===== config.mk =====
export PLATFORM = sky130hd
export DESIGN_NAME = pts_supervisor
export DESIGN_NICKNAME = d
export VERILOG_FILES = /design/src/verilog/pts_pkg.sv /design/src/verilog/pts_supervisor.sv
export SDC_FILE = /design/constraint.sdc
export NUM_CORES = 1
export LEC_CHECK = 0
export ABC_AREA = 1
export BUFFER_PORTS_ARGS = -buffer_cell sky130_fd_sc_hd__buf_4
export CAP_MARGIN = 15
export CORE_UTILIZATION = 55
export CTS_CLUSTER_DIAMETER = 40
export CTS_CLUSTER_SIZE = 10
export DETAILED_ROUTE_END_ITERATION = 8
export PLACE_DENSITY = 0.75
export SKIP_CTS_REPAIR_TIMING = 1
export SYNTH_ARGS = -nofsm -noshare
export SYNTH_HDL_FRONTEND = slang
export SYNTH_SLANG_ARGS = --single-unit
export TNS_END_PERCENT = 50

===== constraint.sdc =====
create_clock -name MCLK_I -period 6.1 [get_ports MCLK_I]
set_input_delay 0.61 -clock MCLK_I [delete_from_list [all_inputs] [get_ports MCLK_I]]
set_output_delay 0.61 -clock MCLK_I [all_outputs]
set_load 0.1 [all_outputs]

===== src/verilog/pts_pkg.sv =====
//------------------------------------------------------------
// What this block does
// - air switch off check overrun: E103 lockout, EA01 warning in alarm mode
// - air switch on check overrun: E104 lockout, EA02 warning in alarm mode
// - prepurge conditions wait overrun: E105 lockout, EA03 warning in alarm mode
// - ignition conditions wait overrun reports E106; absent in regular variant
// - each monitored step times out when idle judgment time passes unadvanced
// - handling setting picks lockout or warning-only with continued operation
// - ignition wait overrun without ignition conditions always locks out
// - low fire stop: firing time after request drop, no low fire: E107
// - all modules stopped, no new request within restart time: E113
// - restart watch runs only in reboot standby or postpurge
// - lockout stays latched until reset input clears it
//------------------------------------------------------------
package pts_pkg;

    // time base
    localparam int unsigned CLK_FREQ_HZ = 50_000_000;
    localparam int unsigned TICK_S = 1;
    localparam int unsigned TICK_CYCLES = CLK_FREQ_HZ * TICK_S;

    // register byte offsets
    localparam logic [7:0] OFS_CTRL = 8'h00;
    localparam logic [7:0] OFS_IDLE_TIME = 8'h04;
    localparam logic [7:0] OFS_FIRE_TIME = 8'h08;
    localparam logic [7:0] OFS_RESTART_TIME = 8'h0C;
    localparam logic [7:0] OFS_STATUS = 8'h10;
    localparam logic [7:0] OFS_INT_STAT = 8'h14;
    localparam logic [7:0] OFS_INT_MASK = 8'h18;

    // field positions
    localparam int unsigned CTRL_ALARM_MODE = 0;
    localparam int unsigned CTRL_ENABLE = 1;
    localparam int unsigned STAT_LOCKOUT = 0;
    localparam int unsigned STAT_ALARM = 1;
    localparam int unsigned STAT_CODE_LSB = 16;
    localparam int unsigned INT_LOCK = 0;
    localparam int unsigned INT_ALARM = 1;

    // reset values
    localparam logic [1:0] CTRL_RST = 2'h2;
    localparam logic [15:0] IDLE_TIME_RST = 16'h003C;
    localparam logic [15:0] FIRE_TIME_RST = 16'h003C;
    localparam logic [15:0] RESTART_TIME_RST = 16'h003C;

    // error and warning codes
    localparam logic [15:0] CODE_NONE = 16'h0000;
    localparam logic [15:0] CODE_E103 = 16'hE103;
    localparam logic [15:0] CODE_E104 = 16'hE104;
    localparam logic [15:0] CODE_E105 = 16'hE105;
    localparam logic [15:0] CODE_E106 = 16'hE106;
    localparam logic [15:0] CODE_E107 = 16'hE107;
    localparam logic [15:0] CODE_E113 = 16'hE113;
    localparam logic [15:0] CODE_EA01 = 16'hEA01;
    localparam logic [15:0] CODE_EA02 = 16'hEA02;
    localparam logic [15:0] CODE_EA03 = 16'hEA03;

    // sequence step reported by the sequencer
    typedef enum logic [2:0] {
        STEP_OTHER = 3'b000,
        STEP_AIR_OFF = 3'b001,
        STEP_AIR_ON = 3'b010,
        STEP_PREPURGE = 3'b011,
        STEP_IGN_WAIT = 3'b100,
        STEP_LOW_FIRE = 3'b101,
        STEP_REBOOT = 3'b110,
        STEP_POSTPURGE = 3'b111
    } pts_step_e;

endpackage


===== src/verilog/pts_supervisor.sv =====
// The placing of the registers and the APB register port were chosen for this implementation.
`timescale 1ns/10ps
module pts_supervisor #(
    parameter int unsigned TICK_CYCLES = pts_pkg::TICK_CYCLES,
    parameter bit REGULAR_VARIANT = 1'b0,
    parameter int unsigned TW = 16
) (
    input wire logic MCLK_I, // 50 MHz clock
    input wire logic ARST_N_I, // async reset, active low
    input wire logic CE_I, // clock enable
    input wire logic PSEL_I, // apb select
    input wire logic PENABLE_I, // apb enable
    input wire logic PWRITE_I, // apb write
    input wire logic [7:0] PADDR_I, // apb byte address
    input wire logic [31:0] PWDATA_I, // apb write data
    output logic [31:0] PRDATA_O, // apb read data
    output logic PREADY_O, // apb ready
    output logic PSLVERR_O, // apb error
    input wire logic [2:0] STEP_I, // sequence step code
    input wire logic IGN_COND_I, // ignition conditions present
    input wire logic COMB_REQ_I, // combustion request
    input wire logic LOW_FIRE_I, // low fire position input
    input wire logic ALL_STOP_I, // all control modules stopped
    input wire logic RESET_IN_I, // operator reset input
    output logic LOCKOUT_O, // lockout latched
    output logic ALARM_O, // warning shown
    output logic [15:0] CODE_O, // error or warning code
    output logic IRQ_O // interrupt, level
);

    //------------------------------------------------------------
    // input synchronisers
    //------------------------------------------------------------
    logic [7:0] sync1_q;
    logic [7:0] sync2_q;

    always_ff @(posedge MCLK_I or negedge ARST_N_I) begin
        if (!ARST_N_I) begin
            sync1_q <= 8'h00;
            sync2_q <= 8'h00;
        end else if (CE_I) begin
            sync1_q <= {RESET_IN_I, ALL_STOP_I, LOW_FIRE_I, COMB_REQ_I, IGN_COND_I, STEP_I};
            sync2_q <= sync1_q;
        end
    end

    pts_pkg::pts_step_e step;
    logic ign_cond;
    logic comb_req;
    logic low_fire;
    logic all_stop;
    logic rst_in;

    assign step = pts_pkg::pts_step_e'(sync2_q[2:0]);
    assign ign_cond = sync2_q[3];
    assign comb_req = sync2_q[4];
    assign low_fire = sync2_q[5];
    assign all_stop = sync2_q[6];
    assign rst_in = sync2_q[7];

    logic [2:0] step_prev_q;
    logic rst_prev_q;
    logic chg;
    logic rst_rise;

    always_ff @(posedge MCLK_I or negedge ARST_N_I) begin
        if (!ARST_N_I) begin
            step_prev_q <= 3'h0;
            rst_prev_q <= 1'b0;
        end else if (CE_I) begin
            step_prev_q <= step;
            rst_prev_q <= rst_in;
        end
    end

    assign chg = step != step_prev_q;
    assign rst_rise = rst_in && !rst_prev_q;

    //------------------------------------------------------------
    // register file
    //------------------------------------------------------------
    logic [1:0] ctrl_q;
    logic [TW-1:0] idle_time_q;
    logic [TW-1:0] fire_time_q;
    logic [TW-1:0] restart_time_q;
    logic [1:0] int_stat_q;
    logic [1:0] int_mask_q;
    logic lockout_q;
    logic alarm_q;
    logic [15:0] code_q;
    logic [31:0] prdata_q;
    logic pslverr_q;
    logic irq_q;
    logic wr;
    logic setup;
    logic hit;
    logic alarm_mode;
    logic enable;

    assign setup = PSEL_I && !PENABLE_I;
    assign wr = PSEL_I && PENABLE_I && PWRITE_I && CE_I;
    assign alarm_mode = ctrl_q[pts_pkg::CTRL_ALARM_MODE];
    assign enable = ctrl_q[pts_pkg::CTRL_ENABLE];

    always_comb begin
        case (PADDR_I)
            pts_pkg::OFS_CTRL, pts_pkg::OFS_IDLE_TIME, pts_pkg::OFS_FIRE_TIME,
            pts_pkg::OFS_RESTART_TIME, pts_pkg::OFS_STATUS, pts_pkg::OFS_INT_STAT,
            pts_pkg::OFS_INT_MASK: hit = 1'b1;
            default: hit = 1'b0;
        endcase
    end

    always_ff @(posedge MCLK_I or negedge ARST_N_I) begin
        if (!ARST_N_I) begin
            ctrl_q <= pts_pkg::CTRL_RST;
            idle_time_q <= TW'(pts_pkg::IDLE_TIME_RST);
            fire_time_q <= TW'(pts_pkg::FIRE_TIME_RST);
            restart_time_q <= TW'(pts_pkg::RESTART_TIME_RST);
            int_mask_q <= 2'h0;
        end else if (wr) begin
            case (PADDR_I)
                pts_pkg::OFS_CTRL: ctrl_q <= PWDATA_I[1:0];
                pts_pkg::OFS_IDLE_TIME: idle_time_q <= PWDATA_I[TW-1:0];
                pts_pkg::OFS_FIRE_TIME: fire_time_q <= PWDATA_I[TW-1:0];
                pts_pkg::OFS_RESTART_TIME: restart_time_q <= PWDATA_I[TW-1:0];
                pts_pkg::OFS_INT_MASK: int_mask_q <= PWDATA_I[1:0];
                default: ;
            endcase
        end
    end

    // read data captured in the setup cycle
    always_ff @(posedge MCLK_I or negedge ARST_N_I) begin
        if (!ARST_N_I) begin
            prdata_q <= 32'h0000_0000;
            pslverr_q <= 1'b0;
        end else if (CE_I && setup) begin
            pslverr_q <= !hit;
            case (PADDR_I)
                pts_pkg::OFS_CTRL: prdata_q <= {30'h0000_0000, ctrl_q};
                pts_pkg::OFS_IDLE_TIME: prdata_q <= 32'(idle_time_q);
                pts_pkg::OFS_FIRE_TIME: prdata_q <= 32'(fire_time_q);
                pts_pkg::OFS_RESTART_TIME: prdata_q <= 32'(restart_time_q);
                pts_pkg::OFS_STATUS: prdata_q <= {code_q, 14'h0000, alarm_q, lockout_q};
                pts_pkg::OFS_INT_STAT: prdata_q <= {30'h0000_0000, int_stat_q};
                pts_pkg::OFS_INT_MASK: prdata_q <= {30'h0000_0000, int_mask_q};
                default: prdata_q <= 32'h0000_0000;
            endcase
        end
    end

    assign PRDATA_O = prdata_q;
    assign PREADY_O = 1'b1;
    assign PSLVERR_O = pslverr_q && PSEL_I && PENABLE_I;

    //------------------------------------------------------------
    // second tick and timers
    //------------------------------------------------------------
    logic [31:0] tick_cnt_q;
    logic tick;
    logic [TW-1:0] step_tmr_q;
    logic [TW-1:0] lf_tmr_q;
    logic [TW-1:0] rs_tmr_q;
    logic lf_run;
    logic rs_run;

    assign tick = tick_cnt_q == 32'(TICK_CYCLES - 1);
    assign lf_run = step == pts_pkg::STEP_LOW_FIRE && !comb_req && !chg;
    assign rs_run = (step == pts_pkg::STEP_REBOOT || step == pts_pkg::STEP_POSTPURGE)
        && all_stop && !comb_req && !chg;

    always_ff @(posedge MCLK_I or negedge ARST_N_I) begin
        if (!ARST_N_I) begin
            tick_cnt_q <= 32'h0000_0000;
        end else if (CE_I) begin
            tick_cnt_q <= tick ? 32'h0000_0000 : tick_cnt_q + 32'h0000_0001;
        end
    end

    always_ff @(posedge MCLK_I or negedge ARST_N_I) begin
        if (!ARST_N_I) begin
            step_tmr_q <= '0;
        end else if (CE_I) begin
            if (chg) begin
                step_tmr_q <= '0;
            end else if (tick && step_tmr_q != '1) begin
                step_tmr_q <= step_tmr_q + TW'(1);
            end
        end
    end

    always_ff @(posedge MCLK_I or negedge ARST_N_I) begin
        if (!ARST_N_I) begin
            lf_tmr_q <= '0;
            rs_tmr_q <= '0;
        end else if (CE_I) begin
            if (!lf_run) begin
                lf_tmr_q <= '0;
            end else if (tick && lf_tmr_q != '1) begin
                lf_tmr_q <= lf_tmr_q + TW'(1);
            end
            if (!rs_run) begin
                rs_tmr_q <= '0;
            end else if (tick && rs_tmr_q != '1) begin
                rs_tmr_q <= rs_tmr_q + TW'(1);
            end
        end
    end

    //------------------------------------------------------------
    // timeout judgment
    //------------------------------------------------------------
    logic fired_q;
    logic idle_mon;
    logic idle_to;
    logic lf_to;
    logic rs_to;
    logic lock_ev;
    logic alarm_ev;
    logic [15:0] ev_code;

    assign idle_mon = step == pts_pkg::STEP_AIR_OFF || step == pts_pkg::STEP_AIR_ON
        || step == pts_pkg::STEP_PREPURGE
        || (step == pts_pkg::STEP_IGN_WAIT && !REGULAR_VARIANT);
    assign idle_to = enable && !fired_q && !chg && idle_mon && step_tmr_q >= idle_time_q;
    assign lf_to = enable && !fired_q && lf_run && !low_fire && lf_tmr_q >= fire_time_q;
    assign rs_to = enable && !fired_q && rs_run && rs_tmr_q >= restart_time_q;

    always_comb begin
        lock_ev = 1'b0;
        alarm_ev = 1'b0;
        ev_code = pts_pkg::CODE_NONE;
        if (idle_to) begin
            case (step)
                pts_pkg::STEP_AIR_OFF: ev_code = alarm_mode ? pts_pkg::CODE_EA01 : pts_pkg::CODE_E103;
                pts_pkg::STEP_AIR_ON: ev_code = alarm_mode ? pts_pkg::CODE_EA02 : pts_pkg::CODE_E104;
                pts_pkg::STEP_PREPURGE: ev_code = alarm_mode ? pts_pkg::CODE_EA03 : pts_pkg::CODE_E105;
                default: ev_code = pts_pkg::CODE_E106;
            endcase
            if (step == pts_pkg::STEP_IGN_WAIT && !ign_cond) begin
                lock_ev = 1'b1;
            end else begin
                lock_ev = !alarm_mode;
                alarm_ev = alarm_mode;
            end
        end else if (lf_to) begin
            lock_ev = 1'b1;
            ev_code = pts_pkg::CODE_E107;
        end else if (rs_to) begin
            lock_ev = 1'b1;
            ev_code = pts_pkg::CODE_E113;
        end
    end

    // one judgment per step visit
    always_ff @(posedge MCLK_I or negedge ARST_N_I) begin
        if (!ARST_N_I) begin
            fired_q <= 1'b0;
        end else if (CE_I) begin
            if (chg) begin
                fired_q <= 1'b0;
            end else if (lock_ev || alarm_ev) begin
                fired_q <= 1'b1;
            end
        end
    end

    //------------------------------------------------------------
    // lockout, warning and interrupt
    //------------------------------------------------------------
    always_ff @(posedge MCLK_I or negedge ARST_N_I) begin
        if (!ARST_N_I) begin
            lockout_q <= 1'b0;
            alarm_q <= 1'b0;
            code_q <= pts_pkg::CODE_NONE;
        end else if (CE_I) begin
            if (lock_ev) begin
                lockout_q <= 1'b1;
                alarm_q <= 1'b0;
                if (!lockout_q) begin
                    code_q <= ev_code;
                end
            end else if (lockout_q) begin
                if (rst_rise) begin
                    lockout_q <= 1'b0;
                    code_q <= pts_pkg::CODE_NONE;
                end
            end else if (alarm_ev) begin
                alarm_q <= 1'b1;
                code_q <= ev_code;
            end else if (alarm_q && (chg || rst_rise)) begin
                alarm_q <= 1'b0;
                code_q <= pts_pkg::CODE_NONE;
            end
        end
    end

    // sticky events, set wins over write-one-clear
    always_ff @(posedge MCLK_I or negedge ARST_N_I) begin
        if (!ARST_N_I) begin
            int_stat_q <= 2'h0;
            irq_q <= 1'b0;
        end else if (CE_I) begin
            int_stat_q <= (int_stat_q & ~((wr && PADDR_I == pts_pkg::OFS_INT_STAT) ? PWDATA_I[1:0] : 2'h0))
                | {alarm_ev, lock_ev};
            irq_q <= |(int_stat_q & int_mask_q);
        end
    end

    assign LOCKOUT_O = lockout_q;
    assign ALARM_O = alarm_q;
    assign CODE_O = code_q;
    assign IRQ_O = irq_q;
endmodule // pts_supervisor


**After elaboration in Yosys (flattened, before gate mapping)**

Index checks and enable logic that the tools add are counted.
W data, S select, Z words.

- Output and inout bits: 53
- Register bits: 207

- Bitwise logic cells: 4
- Mux-type cells: 38
- Reduce and logical (&&, ||, !) cells: 61
- Equal/unequal tests: 23
- Add/subtract/negate cells: 4
- $lt $le $gt $ge: 3

Operator list:

| kind | number |
|---|---|
| $mux W16 | 15 |
| $pmux W32 S7 | 1 |
| $add A16 B1 Y16 const B | 3 |
| $ge A16 B16 Y1 | 3 |
| $ne A16 B16 Y1 const B | 3 |
| $mux W12 | 3 |
| $pmux W12 S3 | 1 |
| $add A32 B1 Y32 const B | 1 |
| $eq A32 B26 Y1 const B | 1 |
| $mux W32 | 1 |
| $logic_and A1 B1 Y1 | 28 |
| $eq A8 B5 Y1 const B | 3 |
| $reduce_and A2 Y1 | 9 |
| $eq A8 B4 Y1 const B | 2 |
| $mux W1 | 16 |
| $eq A3 B3 Y1 const B | 4 |
| $logic_not A1 Y1 | 9 |
| $eq A8 B3 Y1 const B | 1 |
| $logic_not A8 Y1 | 1 |
| $reduce_or A7 Y1 | 1 |
| $eq A3 B2 Y1 const B | 2 |
| $logic_or A1 B1 Y1 | 6 |
| $ne A2 B1 Y1 const B | 3 |
| $and A2 B2 Y2 | 2 |
| 12 further kinds | 14 |

**Longest topological paths before layout**

Gate-level depths: netlist of run 1.

- Word-level depth: 13
- Depth in mapped cells: 18
- Mapped depth without buffers: 18

**Least setup slack after synthesis of run 1**

OpenSTA, ideal clock, no wires.

- Kind: input port to output port
- From: input port PENABLE_I
- To: output port PSLVERR_O
- Required time: 5.490 ns
- Path slack: 3.571 ns
- Stages on the path: 2
- Data arrival time: 1.919 ns
- Path through: nand2_1 nor2_1

- Longest elaborated chain between the ends: 1

RTL lines:

| element | line | RTL |
|---|---|---|
| start, declared | pts_supervisor.sv:12 | `input wire logic PENABLE_I,` |
| $logic_and A1 B1 Y1 | pts_supervisor.sv:155 | `assign PSLVERR_O = pslverr_q && PSEL_I && PENABLE_I;` |
| end, declared | pts_supervisor.sv:18 | `output logic PSLVERR_O,` |

No other way between the ends.

**Worst setup path in the final report of run 1**

- From: input port CE_I
- To: register step_tmr_q[5]

- Longest elaborated chain between the ends: 1

RTL lines:

| element | line | RTL |
|---|---|---|
| start, declared | pts_supervisor.sv:10 | `input wire logic CE_I,` |
| $reduce_and A2 Y1 (no source line) | n/a |  |
| end signal, assigned | pts_supervisor.sv:188 | `step_tmr_q <= step_tmr_q + TW'(1);` |
| end, declared | pts_supervisor.sv:162 | `logic [TW-1:0] step_tmr_q;` |

No other way between the ends.
A chain may end at the register's enable or synchronous reset.

==> results.json, run 1 <==
{
  "synth_largest_area_cell": "dfrtp_1",
  "yosysWarningCount": 0,
  "n_fill_cell": 1700,
  "most-common-layout-cells": "367 x nand2_1, 180 x inv_1, 176 x dfrtp_1",
  "coreArea_sq_um": 19500,
  "grt-ovfl-total": 0,
  "nets": 1575,
  "critPathArrivalTime_ns": 3.68,
  "grt_pass1_vias": 9143,
  "synth.distinct_cells": 51,
  "status": "completed",
  "fp-row-count": 51,
  "reg2reg_to": "step_tmr_q[4]",
  "p_leak_nw": 5.83,
  "synth_edf_count": 0,
  "slew_violations": 0,
  "die-area_sq_um": 20600,
  "skew_ns": 0.0118,
  "critical_path.endpoint_type": "flip-flop",
  "maxCapViolCount": 0,
  "synth_seq_cells": 189,
  "multi_input_area_sq_um": 5280,
  "cts_made_buffers": 17,
  "finalHoldViolations": 0,
  "crit_type": "input port to flip-flop",
  "io_buffers": 77,
  "start_util_pct": 56.4,
  "r2r-start": "step_tmr_q[1]",
  "clk_latency_ns": 0.44,
  "grt_max_degree": 76,
  "via_count": 9545,
  "cts.sinks": 189,
  "period_share_pct": 54.4,
  "synth_area_sq_um": 11000,
  "drc": 0,
  "setup_viol": 0,
  "htreeDepth": 4,
  "hold_ws_ns": 0.0932,
  "grt_pass1_wl_microns": 44900,
  "final_common_cell": "nand2_1",
  "period_minus_slack_ns": 3.32,
  "post_dp_cell_area_sq_um": 11700,
  "max_freq_mhz": 301,
  "ir_drop_mv": 0.214,
  "io-pin-count": 107,
  "cts_max_path_buffers": 2,
  "dp_slack_ns": 2.33,
  "finalSetupTns_ns": 0,
  "yosys.area.top_type_share_pct": 40.0,
  "drt-vias-per-instance": 5.46,
  "ys_top_cells_by_area": "dfrtp_1 40%, nand2_1 13%, inv_1 6.1%",
  "regToRegSetupSlack_ns": 2.99,
  "track_usage_pct": 28.2,
  "syn2layout_area_growth_pct": 11.1,
  "synthArstFlopShare_pct": 100,
  "drive_above_1_share_pct": 11.7,
  "worstPathMaxFanout": 40,
  "hpwl_microns": 20600,
  "rsz0062_at_grt": "no",
  "regArea_sq_um": 4750,
  "relSlewSlack_pct": 27.8,
  "final_area_sq_um": 12200,
  "root_buffer": "clkbuf_16",
  "worstMarginPinSlew_ns": 1.08,
  "fin_ws_ns": 2.78,
  "synth_seq_area_share_pct": 43.1,
  "wl_per_cell_microns": 15.7,
  "startpoint_type": "input port",
  "dominantRegCellSynth": "dfrtp_1",
  "drt_iter0_drc": 675,
  "cts_tree": "done",
  "routabilityCongestion": 0.901,
  "die_w_microns": 144,
  "wirelength_microns": 27400,
  "clk_pin_slew_ns": 0.07,
  "ant_nets": 0,
  "worstPathRequired_ns": 6.46,
  "synthesis.instances": 1412,
  "powerDensity_nw_per_um2": 229,
  "avgSynthCellArea_sq_um": 7.80,
  "r2r_cells": 11,
  "hold_class": "input port to async pin",
  "antenna_found_initial": 1,
  "num_antenna_cells": 0,
  "die_h_microns": 144,
  "dr.pass1.iters": 7
}
==> critical path, stage by stage <==
cell,delay (ns)
buf_4,0.37
inv_2,0.36
nor4_2,0.30
nand3_1,0.11
nor2_1,0.12
nand2_2,0.15
inv_2,0.32
o21ai_1,0.36
nand2_1,0.61
nand3b_1,0.16
a21oi_1,0.17
==> power by group <==
part           switching (W)  total [W]  internal, W
combinational       0.000263   0.000356    0.0000930
sequential         0.0000553    0.00137      0.00131
clock               0.000514    0.00108     0.000571
total               0.000833    0.00281      0.00197
==> state kept, by name, summed over array words and instances (netlist names), 2 cells and up <==
name / count
tick_cnt_q: 32
PRDATA_O: 23
fire_time_q: 16
idle_time_q: 16
lf_tmr_q: 16
restart_time_q: 16
rs_tmr_q: 16
step_tmr_q: 16
sync1_q: 8
sync2_q: 8
CODE_O: 7
step_prev_q: 3
ctrl_q: 2
int_mask_q: 2
int_stat_q: 2
==> cell type report <==
cell class              count  share of cell area (%)
multi-input cells         990                    43.1
clock buffers              17                    3.47
well taps                 265                    2.71
flip-flops and latches    189                    38.8
inverters                 192                    5.91
clock inverters            15                    1.13
repair buffers             79                    4.89
==> worst max path at each step <==
stage,startpoint,endpoint,slack (ns),depth (start not counted)
after floorplan,PENABLE_I,PSLVERR_O,3.57,2
after global placement,CE_I,step_tmr_q[5],2.43,11
after detailed placement,CE_I,step_tmr_q[5],2.33,11
after CTS,CE_I,step_tmr_q[5],2.79,11
after global routing,CE_I,step_tmr_q[5],2.51,11
final,CE_I,step_tmr_q[5],2.78,11
==> Yosys cell counts (all sizes together), types with 13 or more instances <==
cell type / number
a21oi: 64
buf: 31
clkbuf: 21
dfrtp: 176
dfstp: 13
ha: 52
inv: 192
nand2: 375
nand3: 78
nand4: 39
nor2: 92
nor3: 53
o21ai: 126
o22ai: 14
xor2: 34
==> metal layers <==
metal | global-route usage [%] | vias to the layer above | part of all wire [%]
met5 | 0 | - | 0.044
met4 | 9.24 | 2 | 1.9
met1 | 37.2 | 4532 | 44
met2 | 46.0 | 276 | 48
li1 | - | 4696 | -
met3 | 6.13 | 39 | 5.7
==> through the flow <==
step           util, %  power, W  std cells
2_1_floorplan        -   0.00164       1423
3_3_place_gp      59.8   0.00174       1715
3_5_place_dp      59.8   0.00174       1715
4_1_cts           62.7   0.00282       1747
5_1_grt           62.7   0.00293       1747
6_report          62.7   0.00281       1747
==> cell families (layout without fill, tap and decap cells) <==
group / count (synthesis) / after routing / share of synthesized area, %
AOI/OAI and AO/OA: 223 / 223 / 11.3
xor gates and xnor gates: 41 / 41 / 3.33
adders and majority gates: 52 / 52 / 5.91
buffers and inverters: 244 / 303 / 9.37
DFF: 189 / 189 / 43.1
other: 2 / 13 / 0.0682
and+or+nand+nor: 661 / 661 / 27.0
Power figures use the tool's default switching activity.
==> run 2, diff against run 1 <==
Clock period 6.1 ns to 3.4 ns, I/O delays scaled along.
==> results.json, run 2 (synthesized netlist as in run 1, its figures left out) <==
{
  "status": "completed",
  "regMostFlops": "tick_cnt_q",
  "cts_made_buffers": 17,
  "crit_type": "flip-flop to flip-flop",
  "via_count": 9548,
  "finalSetupTns_ns": 0,
  "drc": 0,
  "io-pin-count": 107,
  "clk_pin_slew_ns": 0.07,
  "antenna_found_initial": 0,
  "dp_slack_ns": 0.442,
  "maxCapViolCount": 0,
  "start_util_pct": 56.4,
  "drive_above_1_share_pct": 11.9,
  "finalHoldViolations": 0,
  "dp_cells": 1722,
  "critPathArrivalTime_ns": 3.34,
  "worstPathMaxFanout": 21,
  "skew_ns": 0.0130,
  "fin_ws_ns": 0.351,
  "cts_tree": "done",
  "ant_nets": 0,
  "relSlewSlack_pct": 39.8,
  "final_common_cell": "nand2_1",
  "largest_register_ffs": 32,
  "hold_class": "input port to flip-flop",
  "nets": 1583,
  "fin_cells": 1755,
  "ir_drop_mv": 0.359,
  "fp-row-count": 51,
  "period_share_pct": 89.7,
  "io_buffers": 77,
  "powerDensity_nw_per_um2": 423,
  "p_leak_nw": 5.90,
  "die_h_microns": 144,
  "grt-ovfl-total": 0,
  "max_freq_mhz": 328,
  "multi_input_area_sq_um": 5280,
  "critical_path.endpoint_type": "flip-flop",
  "wirelength_microns": 27200,
  "root_buffer": "clkbuf_16",
  "rsz0062_at_grt": "no",
  "htreeDepth": 4,
  "die-area_sq_um": 20600,
  "dr.pass1.iters": 7,
  "period_minus_slack_ns": 3.05,
  "worstMarginPinSlew_ns": 0.901,
  "hpwl_microns": 20400,
  "slew_violations": 0,
  "n_fill_cell": 1753,
  "routabilityCongestion": 0.934,
  "startpoint_type": "flip-flop",
  "num_antenna_cells": 0,
  "track_usage_pct": 27.9,
  "coreArea_sq_um": 19500,
  "setup_viol": 0,
  "cts.sinks": 189,
  "drt-vias-per-instance": 5.44,
  "grt_max_degree": 81,
  "die_w_microns": 144,
  "clk_latency_ns": 0.44,
  "worstPathRequired_ns": 3.69,
  "grt_pass1_vias": 8766,
  "final_util_pct": 63.4,
  "most-common-layout-cells": "367 x nand2_1, 180 x inv_1, 176 x dfrtp_1",
  "cts_max_path_buffers": 2,
  "syn2layout_area_growth_pct": 12.3,
  "regArea_sq_um": 4750,
  "drt_iter0_drc": 670,
  "wl_per_cell_microns": 15.5,
  "power.total_w": 0.00524,
  "grt_pass1_wl_microns": 44300
}
run 2: cell types whose count changed in the layout (fill, tap and decap cells not counted), sizes merged:
cell / before / now
buf: 78 / 85
bufinv: 1 / 4
clkbuf: 18 / 21
clkinv: 5 / 3
clkinvlp: 3 / 1
dlygate4sd3: 0 / 1
inv: 198 / 196
run 2: critical path, stage by stage (launching register included):
cell     delay, ns
dfrtp_1       0.42
ha_1          0.26
nand3_1       0.12
inv_1         0.10
nand2_1       0.08
nor2_1        0.09
nand3_1       0.11
or2_1         0.25
o21ai_1       0.55
nand2_1       0.61
nand4_1       0.21
o21ai_0       0.10
run 2: metrics by stage:
step | hold slack, ns | cell area (sq um)
after detailed placement | 0.426 | 11700
after floorplan | 0.0444 | 11100
after CTS | -0.0362 | 12400
final | 0.0980 | 12400
after global routing | 0.103 | 12400
after global placement | 0.424 | 11700
run 2: per-layer routing:
metal | GRT usage, % | share of wire (%) | up-vias
met5 | 0 | 0 | -
met4 | 9.18 | 2.0 | 0
met3 | 4.37 | 6.0 | 41
met2 | 44.9 | 47 | 282
met1 | 38.5 | 45 | 4509
li1 | - | - | 4716
run 2: layout make-up:
type	instances	share of cell area [%]
Clock inverter	12	1.49
Tap cell	265	2.68
Multi-Input combinational cell	990	42.7
Clock buffer	20	3.53
Sequential cell	189	38.3
Inverter	192	5.84
Timing Repair Buffer	87	5.45
run 2: where the power goes:
part           switching, W  internal (W)  total [W]
clock              0.000892       0.00124    0.00214
sequential        0.0000991       0.00235    0.00245
combinational      0.000478      0.000173   0.000650
run 2: path summary, 6_finish.rpt:
path | start | end | slack, ns | depth (start not counted)
max in group asynchronous | ARST_N_I | ctrl_q[1] | 1.92 | 3
min in group asynchronous | ARST_N_I | idle_time_q[8] | 0.50 | 2
worst min-delay path | ALL_STOP_I | sync1_q[6] | 0.1 | 3
worst max register to register | step_tmr_q[1] | step_tmr_q[6] | 0.35 | 11
worst max-delay path | step_tmr_q[1] | step_tmr_q[6] | 0.35 | 11
worst min register to register | sync1_q[0] | sync1_q[0] | 0.47 | 2
